$ cat src/core/tcc_defs.svh
// Constants of the temperature controller command handler
`ifndef TCC_DEFS_SVH
`define TCC_DEFS_SVH
// Register offsets (byte addresses)
`define TCC_OFS_CMD      8'h00
`define TCC_OFS_RESP     8'h04
`define TCC_OFS_ISTAT    8'h08
`define TCC_OFS_IMASK    8'h0C
`define TCC_OFS_DSTATE   8'h10
`define TCC_OFS_ERRW     8'h14
// Command word fields
`define TCC_CMD_PAR_MSB  15
`define TCC_CMD_CODE_LSB 16
`define TCC_CMD_CODE_MSB 24
`define TCC_CMD_KIND_LSB 25
`define TCC_CMD_KIND_MSB 27
// Response word fields
`define TCC_RESP_BUSY    16
`define TCC_RESP_REJ     17
// Command codes
`define TCC_CODE_VERSION 9'h06A
`define TCC_CODE_CHIPT   9'h06B
`define TCC_CODE_SENS1   9'h078
`define TCC_CODE_SENS2   9'h079
`define TCC_CODE_SENS3   9'h07A
`define TCC_CODE_KIND    9'h0C8
`define TCC_CODE_DSTATE  9'h0C9
`define TCC_CODE_ERRW    9'h0CA
`define TCC_CODE_CFG0    9'h12C
`define TCC_CODE_CFGN    9'h147
// Configuration entry indices
`define TCC_IDX_IL       5'h09
`define TCC_IDX_DZ_MIN   5'h17
`define TCC_IDX_DZ_MAX   5'h18
`define TCC_IDX_SENSOR   5'h1A
`define TCC_IDX_MODE     5'h1B
`define TCC_IDX_LAST     5'h1B
// Reset values and scaling
`define TCC_IL_RST       16'h0019
`define TCC_IL_SCALE     16'h000A
`define TCC_DZ_RST       16'hFC19
`define TCC_VER_MAIN     16'h0064
`define TCC_VER_SUB      16'h0000
`define TCC_VER_SCALE    16'h0064
`define TCC_DEV_KIND     16'h0A51
// Sensor kinds and controller modes
`define TCC_SENS_PT100   2'h0
`define TCC_SENS_PT1000  2'h1
`define TCC_SENS_SPECIAL 2'h2
`define TCC_MODE_HEATER  16'h0001
// Device-state bit positions
`define TCC_ST_AUX_OUT   0
`define TCC_ST_AUX_IN    1
`define TCC_ST_FAN       2
`define TCC_ST_DZ_LO     3
`define TCC_ST_DZ_IN     4
`define TCC_ST_DZ_HI     5
// Error word bit of an unimplemented request
`define TCC_ERR_NOT_IMPL 12
// Interrupt status bits
`define TCC_IRQ_DONE     0
`define TCC_IRQ_REJ      1
`define TCC_IRQ_ERR      2
`define TCC_IRQ_LOAD     3
`endif

$ cat src/core/tcc_pkg.sv
// Types of the temperature controller command handler
package tcc_pkg;
   typedef enum logic [2:0] {
      kind_read, kind_write, kind_read_nv, kind_write_nv, kind_update
   } tcc_kind_t;
   typedef enum logic [2:0] {
      s_idle, s_load_rd, s_load_wr, s_cfg_rd, s_cfg_ans
   } tcc_state_t;
endpackage : tcc_pkg

$ cat src/core/tcc_cfg_mem.sv
// Configuration copy store, 32 words of 16 bits, registered read
`timescale 1ns/1ns
module tcc_cfg_mem (
   // Clock and reset
   input  wire logic        clk_sys,
   input  wire logic        sys_rst,
   // Write port
   input  wire logic        we,
   input  wire logic [4:0]  waddr,
   input  wire logic [15:0] wdata,
   // Read port
   input  wire logic [4:0]  raddr,
   output logic      [15:0] rdata_q
);
   logic [15:0] mem_q [0:31];

   // Array has no reset: contents survive a system reset
   always_ff @(posedge clk_sys) begin
      if (we) begin
         mem_q[waddr] <= wdata;
      end
   end

   // Read data one cycle after the address
   always_ff @(posedge clk_sys or posedge sys_rst) begin
      if (sys_rst) begin
         rdata_q <= 16'h0000;
      end else begin
         rdata_q <= mem_q[raddr];
      end
   end
endmodule : tcc_cfg_mem

$ cat src/core/tcc_irq.sv
// Sticky interrupt status with mask and level output
`timescale 1ns/1ns
module tcc_irq (
   // Clock and reset
   input  wire logic       clk_sys,
   input  wire logic       sys_rst,
   // Events and software access
   input  wire logic [3:0] ev,
   input  wire logic       wr_stat,
   input  wire logic       wr_mask,
   input  wire logic [3:0] wdata,
   // State
   output logic      [3:0] stat_q,
   output logic      [3:0] mask_q,
   output logic            irq_q
);
   logic [3:0] stat_d;

   // Write one clears; a new event in the same cycle wins
   always_comb begin
      stat_d = (stat_q & ~(wr_stat ? wdata : 4'h0)) | ev;
   end

   always_ff @(posedge clk_sys or posedge sys_rst) begin
      if (sys_rst) begin
         stat_q <= 4'h0;
         mask_q <= 4'h0;
         irq_q  <= 1'b0;
      end else begin
         stat_q <= stat_d;
         irq_q  <= |(stat_d & (wr_mask ? wdata : mask_q));
         if (wr_mask) begin
            mask_q <= wdata;
         end
      end
   end
endmodule : tcc_irq

$ cat src/core/tcc_cmd.sv
// Command handler of the temperature controller
//
// The implementer's own choices: the strobed register port and the register addresses.
`timescale 1ns/1ns
`include "tcc_defs.svh"
module tcc_cmd (
   // Clock and reset
   input  wire logic               clk_sys,
   input  wire logic               sys_rst,
   // Register port
   input  wire logic [7:0]         reg_addr,
   input  wire logic [31:0]        reg_wdata,
   input  wire logic               reg_wr,
   input  wire logic               reg_rd,
   output logic      [31:0]        reg_rdata,
   output logic                    irq,
   // Asynchronous pins
   input  wire logic               fan_run_pin,
   input  wire logic               aux_in_pin,
   input  wire logic               aux_out_pin,
   input  wire logic [15:0]        err_src_pin,
   // Measured values from the same clock domain
   input  wire logic signed [15:0] sensor1_val,
   input  wire logic signed [15:0] sensor2_val,
   input  wire logic signed [15:0] sensor3_val,
   input  wire logic [15:0]        chip_temp,
   // Configuration outputs
   output logic                    thermoelectric_mode,
   output logic                    heater_only_mode,
   output logic [1:0]              sensor_kind_sel,
   output logic [13:0]             integration_limit
);
   import tcc_pkg::*;
   localparam int NSYNC = 19;
   tcc_state_t         state_q;
   tcc_kind_t          kind_q;
   logic [15:0]        par_q;
   logic [8:0]         code_q;
   logic               go_q;
   logic [4:0]         cnt_q;
   logic [15:0]        resp_q;
   logic               rej_q;
   logic               not_impl_q;
   logic [15:0]        dstate_q;
   logic [15:0]        err_q;
   logic [15:0]        err_prev_q;
   logic [31:0]        rdata_q;
   logic [NSYNC-1:0]   meta_q;
   logic [NSYNC-1:0]   sync_q;
   logic [NSYNC-1:0]   pins;
   logic signed [15:0] dz_min_q;
   logic signed [15:0] dz_max_q;
   logic               mode_heat_q;
   logic [1:0]         sens_q;
   logic [13:0]        il_q;
   logic [3:0]         ev;
   logic [3:0]         istat;
   logic [3:0]         imask;
   logic               cfg_hit;
   logic [4:0]         idx;
   logic [8:0]         cfg_off;
   logic               fix_hit;
   logic [15:0]        fix_val;
   logic               busy;
   logic               cmd_wr;
   logic               work_we;
   logic [4:0]         work_waddr;
   logic [15:0]        work_wdata;
   logic [15:0]        work_rdata;
   logic               nv_we;
   logic [4:0]         nv_raddr;
   logic [15:0]        nv_rdata;
   logic               ev_done;
   logic               ev_rej;
   logic               ev_load;
   logic [15:0]        err_now;

   assign pins = {fan_run_pin, aux_in_pin, aux_out_pin, err_src_pin};

   // Two-stage synchroniser per pin bit
   for (genvar i = 0; i < NSYNC; i++) begin : g_sync
      always_ff @(posedge clk_sys or posedge sys_rst) begin
         if (sys_rst) begin
            meta_q[i] <= 1'b0;
            sync_q[i] <= 1'b0;
         end else begin
            meta_q[i] <= pins[i];
            sync_q[i] <= meta_q[i];
         end
      end
   end

   // Command decode
   always_comb begin
      cfg_off = code_q - `TCC_CODE_CFG0;
      idx     = cfg_off[4:0];
      cfg_hit = (code_q >= `TCC_CODE_CFG0) && (code_q <= `TCC_CODE_CFGN);
      busy    = (state_q != s_idle) || go_q;
      cmd_wr  = reg_wr && (reg_addr == `TCC_OFS_CMD);
   end

   // Answers of the fixed read codes; the parameter is not looked at
   always_comb begin
      fix_hit = 1'b1;
      fix_val = 16'h0000;
      case (code_q)
         `TCC_CODE_VERSION: fix_val = 16'(`TCC_VER_MAIN * `TCC_VER_SCALE + `TCC_VER_SUB);
         `TCC_CODE_CHIPT:   fix_val = chip_temp;
         `TCC_CODE_SENS1:   fix_val = sensor1_val;
         `TCC_CODE_SENS2:   fix_val = sensor2_val;
         `TCC_CODE_SENS3:   fix_val = sensor3_val;
         `TCC_CODE_KIND:    fix_val = `TCC_DEV_KIND; // Arbitrary identity value
         `TCC_CODE_DSTATE:  fix_val = dstate_q;
         `TCC_CODE_ERRW:    fix_val = err_q;
         default:           fix_hit = 1'b0;
      endcase
   end

   // Store control: the update walk owns the working copy while it runs
   always_comb begin
      work_we    = 1'b0;
      work_waddr = idx;
      work_wdata = par_q;
      nv_we      = 1'b0;
      nv_raddr   = idx;
      if (state_q == s_load_wr) begin
         work_we    = 1'b1;
         work_waddr = cnt_q;
         work_wdata = nv_rdata;
      end else if (state_q == s_idle && go_q && cfg_hit) begin
         work_we = (kind_q == kind_write);
         nv_we   = (kind_q == kind_write_nv);
      end
      if (state_q == s_load_rd) begin
         nv_raddr = cnt_q;
      end
   end

   // Working copy, volatile
   tcc_cfg_mem u_work (
      .clk_sys (clk_sys),
      .sys_rst (sys_rst),
      .we      (work_we),
      .waddr   (work_waddr),
      .wdata   (work_wdata),
      .raddr   (idx),
      .rdata_q (work_rdata)
   );

   // Persistent copy; its array is not cleared by reset
   tcc_cfg_mem u_nv (
      .clk_sys (clk_sys),
      .sys_rst (sys_rst),
      .we      (nv_we),
      .waddr   (idx),
      .wdata   (par_q),
      .raddr   (nv_raddr),
      .rdata_q (nv_rdata)
   );

   // Command capture; a command written while busy is dropped and flagged
   always_ff @(posedge clk_sys or posedge sys_rst) begin
      if (sys_rst) begin
         par_q  <= 16'h0000;
         code_q <= 9'h000;
         kind_q <= kind_read;
         go_q   <= 1'b0;
      end else if (cmd_wr && !busy) begin
         par_q  <= reg_wdata[`TCC_CMD_PAR_MSB:0];
         code_q <= reg_wdata[`TCC_CMD_CODE_MSB:`TCC_CMD_CODE_LSB];
         kind_q <= tcc_kind_t'(reg_wdata[`TCC_CMD_KIND_MSB:`TCC_CMD_KIND_LSB]);
         go_q   <= 1'b1;
      end else if (state_q == s_idle) begin
         go_q <= 1'b0;
      end
   end

   // Sequencer; reset starts with the copy of the persistent values
   always_ff @(posedge clk_sys or posedge sys_rst) begin
      if (sys_rst) begin
         state_q <= s_load_rd;
         cnt_q   <= 5'h00;
         resp_q  <= 16'h0000;
         rej_q   <= 1'b0;
         ev_done <= 1'b0;
         ev_rej  <= 1'b0;
         ev_load <= 1'b0;
      end else begin
         ev_done <= 1'b0;
         ev_rej  <= cmd_wr && busy;
         ev_load <= 1'b0;
         case (state_q)
            s_idle: begin
               if (go_q) begin
                  rej_q <= 1'b0;
                  if (kind_q == kind_update) begin
                     cnt_q   <= 5'h00;
                     state_q <= s_load_rd;
                  end else if (cfg_hit && (kind_q == kind_read || kind_q == kind_read_nv)) begin
                     state_q <= s_cfg_rd;
                  end else if (cfg_hit && (kind_q == kind_write || kind_q == kind_write_nv)) begin
                     resp_q  <= par_q;
                     ev_done <= 1'b1;
                  end else if (fix_hit && kind_q == kind_read) begin
                     resp_q  <= fix_val;
                     ev_done <= 1'b1;
                  end else begin
                     rej_q  <= 1'b1;
                     ev_rej <= 1'b1;
                  end
               end
            end
            s_load_rd: begin
               state_q <= s_load_wr;
            end
            s_load_wr: begin
               if (cnt_q == `TCC_IDX_LAST) begin
                  state_q <= s_idle;
                  ev_load <= 1'b1;
               end else begin
                  cnt_q   <= cnt_q + 5'h01;
                  state_q <= s_load_rd;
               end
            end
            s_cfg_rd: begin
               state_q <= s_cfg_ans;
            end
            s_cfg_ans: begin
               resp_q  <= (kind_q == kind_read_nv) ? nv_rdata : work_rdata;
               ev_done <= 1'b1;
               state_q <= s_idle;
            end
            default: begin
               state_q <= s_idle;
            end
         endcase
      end
   end

   // Working-copy fields that steer the controller, caught on each write
   always_ff @(posedge clk_sys or posedge sys_rst) begin
      if (sys_rst) begin
         il_q        <= 14'(`TCC_IL_RST * `TCC_IL_SCALE);
         mode_heat_q <= 1'b0;
         sens_q      <= `TCC_SENS_PT100;
         dz_min_q    <= `TCC_DZ_RST;
         dz_max_q    <= `TCC_DZ_RST;
      end else if (work_we) begin
         case (work_waddr)
            `TCC_IDX_IL:     il_q <= 14'(work_wdata * `TCC_IL_SCALE);
            `TCC_IDX_MODE:   mode_heat_q <= (work_wdata == `TCC_MODE_HEATER);
            `TCC_IDX_SENSOR: begin
               // Codes above the special sensor fall back to it
               if (work_wdata > 16'(`TCC_SENS_SPECIAL)) begin
                  sens_q <= `TCC_SENS_SPECIAL;
               end else begin
                  sens_q <= work_wdata[1:0];
               end
            end
            `TCC_IDX_DZ_MIN: dz_min_q <= work_wdata;
            `TCC_IDX_DZ_MAX: dz_max_q <= work_wdata;
            default: begin
            end
         endcase
      end
   end

   // Configuration outputs, registered
   always_ff @(posedge clk_sys or posedge sys_rst) begin
      if (sys_rst) begin
         thermoelectric_mode <= 1'b1;
         heater_only_mode    <= 1'b0;
         sensor_kind_sel     <= `TCC_SENS_PT100;
         integration_limit   <= 14'h0000;
      end else begin
         thermoelectric_mode <= !mode_heat_q;
         heater_only_mode    <= mode_heat_q;
         sensor_kind_sel     <= sens_q;
         integration_limit   <= il_q;
      end
   end

   // Device-state word
   always_ff @(posedge clk_sys or posedge sys_rst) begin
      if (sys_rst) begin
         dstate_q <= 16'h0000;
      end else begin
         dstate_q <= 16'h0000;
         dstate_q[`TCC_ST_AUX_OUT] <= !sync_q[16];
         dstate_q[`TCC_ST_AUX_IN]  <= !sync_q[17];
         dstate_q[`TCC_ST_FAN]     <= sync_q[18];
         dstate_q[`TCC_ST_DZ_LO]   <= sensor2_val < dz_min_q;
         dstate_q[`TCC_ST_DZ_IN]   <= (sensor2_val >= dz_min_q) && (sensor2_val <= dz_max_q);
         dstate_q[`TCC_ST_DZ_HI]   <= sensor2_val > dz_max_q;
      end
   end

   // Error word: pin bit n reports error bit n except bit 12, the unimplemented flag; MSB is bit 15
   always_comb begin
      err_now = sync_q[15:0];
      err_now[3:0]   = sync_q[3:0];
      err_now[6:4]   = sync_q[6:4];
      err_now[8:7]   = sync_q[8:7];
      err_now[11:9]  = sync_q[11:9];
      err_now[`TCC_ERR_NOT_IMPL] = not_impl_q;
   end

   // Unimplemented flag: set by a refused command, cleared by reading the word
   always_ff @(posedge clk_sys or posedge sys_rst) begin
      if (sys_rst) begin
         not_impl_q <= 1'b0;
         err_q      <= 16'h0000;
         err_prev_q <= 16'h0000;
      end else begin
         // Same refusal as the sequencer: unknown code or a kind the code does not take
         if (state_q == s_idle && go_q && kind_q != kind_update &&
             !(cfg_hit && kind_q < kind_update) && !(fix_hit && kind_q == kind_read)) begin
            not_impl_q <= 1'b1;
         end else if (reg_rd && reg_addr == `TCC_OFS_ERRW) begin
            not_impl_q <= 1'b0;
         end
         err_q      <= err_now;
         err_prev_q <= err_q;
      end
   end
   assign ev = {ev_load, |(err_q & ~err_prev_q), ev_rej, ev_done};

   // Interrupt status and mask
   tcc_irq u_irq (
      .clk_sys (clk_sys),
      .sys_rst (sys_rst),
      .ev      (ev),
      .wr_stat (reg_wr && reg_addr == `TCC_OFS_ISTAT),
      .wr_mask (reg_wr && reg_addr == `TCC_OFS_IMASK),
      .wdata   (reg_wdata[3:0]),
      .stat_q  (istat),
      .mask_q  (imask),
      .irq_q   (irq)
   );

   // Read data stand for one cycle only; unmapped offsets read zero
   always_ff @(posedge clk_sys or posedge sys_rst) begin
      if (sys_rst) begin
         rdata_q <= 32'h0000_0000;
      end else begin
         rdata_q <= 32'h0000_0000;
         if (reg_rd) begin
            case (reg_addr)
               `TCC_OFS_CMD:    rdata_q <= {4'h0, 3'(kind_q), code_q, par_q};
               `TCC_OFS_RESP:   rdata_q <= {14'h0000, rej_q, busy, resp_q};
               `TCC_OFS_ISTAT:  rdata_q <= {28'h0000000, istat};
               `TCC_OFS_IMASK:  rdata_q <= {28'h0000000, imask};
               `TCC_OFS_DSTATE: rdata_q <= {16'h0000, dstate_q};
               `TCC_OFS_ERRW:   rdata_q <= {16'h0000, err_q};
               default:         rdata_q <= 32'h0000_0000;
            endcase
         end
      end
   end
   assign reg_rdata = rdata_q;
endmodule : tcc_cmd

$ cat config.mk
export PLATFORM = sky130hd
export DESIGN_NAME = tcc_cmd
export DESIGN_NICKNAME = d
export VERILOG_FILES = /design/src/core/tcc_pkg.sv /design/src/core/tcc_cfg_mem.sv /design/src/core/tcc_irq.sv /design/src/core/tcc_cmd.sv
export VERILOG_INCLUDE_DIRS = /design/src /design/src/core
export SDC_FILE = /design/constraint.sdc
export NUM_CORES = 2
export LEC_CHECK = 0
export BUFFER_PORTS_ARGS = -buffer_cell sky130_fd_sc_hd__buf_2
export CAP_MARGIN = 20
export CORE_ASPECT_RATIO = 2
export CORE_UTILIZATION = 48
export DETAILED_ROUTE_END_ITERATION = 16
export PLACE_DENSITY = 0.71
export REMOVE_ABC_BUFFERS = 1
export SLEW_MARGIN = 20
export SYNTH_ARGS = -nofsm -noshare
export SYNTH_HDL_FRONTEND = slang
export SYNTH_SLANG_ARGS = --single-unit
$ cat constraint.sdc
create_clock -name clk_sys -period 9 [get_ports clk_sys]
set_input_delay 0 -clock clk_sys [delete_from_list [all_inputs] [get_ports clk_sys]]
set_output_delay 0 -clock clk_sys [all_outputs]
set_load 0.01 [all_outputs]
==> key figures <==
Global route
  • Grt total ovfl: 0
  • Initial antenna violation count: 9
  • First-pass GRT wire length: 213 mm
  • GRT Overall Usage: 27.2%
  • Pin count of the biggest net entering global routing: 153
  • Vias in the first global route: 31,100

Synth
  • Area contributors post-synth: edfxtp_1, dfrtp_1, mux4_2, mux2i_1, nand2_1
  • YS warnings: 0
  • Top FF cell, synth: edfxtp_1
  • Synth Register Bits: 1,290
  • Mapped Cells: 3,233
  • Number of synthesized flops with an enable pin: 1,024
  • Yosys cell types: 73
  • Post-synth top area share: 59.1%
  • Syn Std Cell Area: 52,000 µm²
  • Mapped Avg Cell Area: 16.1 µm²
  • Dominant cell type by area after synthesis: edfxtp_1
  • Seq/Total Area, Yosys: 72.0%
  • Ys async rst share: 20.6%

Worst setup path
  • Crit path cell chain: nor3b_2, buf_4, mux2i_1, buf_4, clkinv_1, ha_1, ha_1, fa_1, a21o_1, a211oi_1, nor2_1, o41ai_1, xnor2_1, mux2_2
  • Cells on worst reg2reg path: 14
  • Crit path DAT: 5.45 ns
  • Reg2reg end: il_q[12]$_DFFE_PP0P_
  • R2R Setup Slk: 4.15 ns
  • CP Launch Point: state_q[1]$_DFFE_PP0P_
  • Crit start category: flop
  • Slowest CP cell: dfrtp_1
  • Crit path max fanout: 29
  • Peak per-stage delay on the critical path: 0.67 ns
  • Critical path capture point type: flop
  • Worst R2R Start: state_q[1]$_DFFE_PP0P_
  • Required time of the critical path: 9.60 ns
  • Critical path class: reg -> reg

Clock tree
  • Total number of H-tree levels: 3
  • Worst-path clk slew: 0.08 ns
  • Worst-Skew Late Latency: 0.74 ns
  • Clk root buf: clkbuf_16
  • CTS Buffer Depth: 3
  • Post-CTS Setup Repair Bufs: 0
  • CTS tree: yes
  • Clock sinks: 1,290
  • CTS Buf Count: 103

Timing
  • Max transition margin: 19.9%
  • Final setup fails: 0
  • Slew Viols, Final: 0
  • Clk_skew: 0.0355 ns
  • Max frequency: 206 MHz
  • Period minus WS final: 4.85 ns
  • Final WS setup: 4.15 ns
  • Slew @ Worst Pin: 1.20 ns
  • Final Hold Vio Count: 0
  • RSZ-0062 raised after global routing: false
  • Setup Total Neg Slack: 0 ns
  • Tcrit/Tclk final: 53.9%

Layout
  • Non-filler instance count after layout: 5,035
  • Final nets: 3,749
  • Most frequent cells in the layout: edfxtp_1, nand2_1, dfrtp_1
  • Share of layout cells above drive strength 1: 21.0%
  • Area Overhead vs Synth: 14.7%
  • Commonest non-fill, non-tap cell in the layout: edfxtp_1
  • Fillers: 8,115
  • Finished Core Util: 55.5%

Pwr
  • Sequential power share: 54.6%
  • Gate power share: 6.0%
  • Sw Ratio: 22.6%
  • Switching power: 2.73 mW
  • Pleak: 21.3 nW
  • Power density over the cells: 202 nW/µm²
  • Pint: 9.31 mW
  • VDD IR-drop max: 139 µV
  • Clock share of power: 39.4%
  • Total design power: 12.0 mW

Detailed routing
  • DRC viols: 0
  • Routed length per instance: 29.7 µm
  • Post-route ant nets: 0
  • Drt pass-1 iters: 8
  • Vias per cell: 6.15
  • Total wire length: 149 mm
  • DR vias: 31,000
  • Iter 0 DRT Violations: 3,604

Hold path
  • Hold worst-path end: resp_q[0]$_DFFE_PP0P_
  • Min-delay src: sensor3_val[0]
  • Min-Delay Path Class: in -> reg
  • Hold path depth: 6

Floorplan
  • Vert. Die Dim: 467 µm
  • IO Pins: 178
  • Core ar.: 107,000 µm²
  • Die W: 235 µm
  • Starting Density: 48.4%
  • Full die area: 110,000 µm²
  • Row cnt: 170

Placement
  • Final Wtd Congestion: 0.973
  • # port buffers: 167
  • Hpwl dp: 99.4 mm
  • Dpl cells: 4,718
  • Setup WS pre-CTS: 4.05 ns

Run
  • Max Cap Viol: 0

Run status
  • Status: finished, final reports clean
what timing repair did:
item	CTS	global route
gates resized for setup	0	0
hold endpoints to repair	201	0
hold buffers	115	0
setup endpoints to repair	0	0
flip-flops by register name, indices dropped and copies added, names as in the netlist, 6 cells and up:
signal,flops
u_nv.mem_q,512
meta_q,18
dz_min_q,16
il_q,13
integration_limit,13
dz_max_q,16
err_q,16
err_prev_q,16
resp_q,16
u_work.rdata_q,16
dstate_q,6
u_nv.rdata_q,16
code_q,9
u_work.mem_q,512
err_now,15
par_q,16
reg_rdata,28
cell families (layout without fill, tap and decap cells):
logic type                 after synthesis  in the layout  share of synthesized area (%)
adders and majority gates               56             56                           1.36
muxes                                  393            393                           11.0
other                                    1              8                        0.00721
xor gates and xnor gates                13             13                          0.219
AOI/OAI and AO/OA                      483            483                           6.73
buffers and inverters                  299            718                           2.46
DFF                                   1290           1290                           72.0
and+or+nand+nor                        698            698                           6.21
layout make-up:
class,count,area [µm²],share of cell area [%]
Tap cell,1376,1720,2.89
Sequential cell,1290,37400,62.8
Inverter,110,420,0.705
Clock buffer,128,2750,4.62
Antenna cell,3,7.51,0.0126
Timing Repair Buffer,413,3070,5.14
Clock inverter,67,766,1.28
Multi-Input combinational cell,1648,13500,22.6
worst max path at each step:
stage / endpoint / slack [ns] / cells past startpoint
finish: il_q[12]$_DFFE_PP0P_ / 4.15 / 14
global route: il_q[12]$_DFFE_PP0P_ / 3.96 / 14
CTS: il_q[12]$_DFFE_PP0P_ / 4.01 / 14
detailed placement: il_q[12]$_DFFE_PP0P_ / 4.05 / 14
global placement: il_q[12]$_DFFE_PP0P_ / 4.24 / 14
floorplan: u_nv.rdata_q[10]$_DFF_PP0_ / -0.43 / 5
stage by stage:
stage,area (µm²),hold slack (ns)
after floorplan,51100,0.0314
after CTS,59600,0.00103
final,59600,0.0283
after detailed placement,54900,0.110
after global placement,54900,0.110
after global routing,59600,0.0345
per-layer routing:
metal	vias up	part of all wire [%]	GRT usage (%)	wire [µm]
met1	15700	32	28.2	47500
met5	-	0.025	0	37
met4	6	9.5	23.4	14200
li1	13200	-	-	-
met3	475	6.9	4.22	10400
met2	1642	52	48.1	77300
power groups by stage:
stage / Sequential (mW) / Combinational, mW / Clock, mW
CTS: 6.56 / 0.713 / 4.78
global route: 6.56 / 0.757 / 4.99
global placement: 6.69 / 0.663 / 0
detailed placement: 6.69 / 0.676 / 0
finish: 6.57 / 0.724 / 4.74
floorplan: 6.67 / 0.383 / 0
synth_stat cells (26+ instances only):
cell type and number:
edfxtp_1 1024, mux2i_1 162, dfrtp_1 240, a22oi_1 69, mux4_2 132, dfstp_2 26, buf_2 37, nor2b_1 31
and3_1 57, nor2_1 129, mux2_2 96, o21ai_0 69, a21oi_1 61, clkbuf_1 113, a211oi_1 100, ha_1 55
nand2_1 308, a311oi_1 32, inv_1 110, nand3_1 63
worst max-delay path: cells and delay by family (launching register included):
family	cells	cell delay, ns
buffers and inverters	3	1.12
adder cells (fa/ha/maj)	3	1.11
AO/OA/AOI/OAI	3	0.77
flip-flops	1	0.67
multiplexers	2	0.53
AND/OR/NAND/NOR	2	0.36
XOR/XNOR	1	0.13
(Power assumes the default switching activity.)
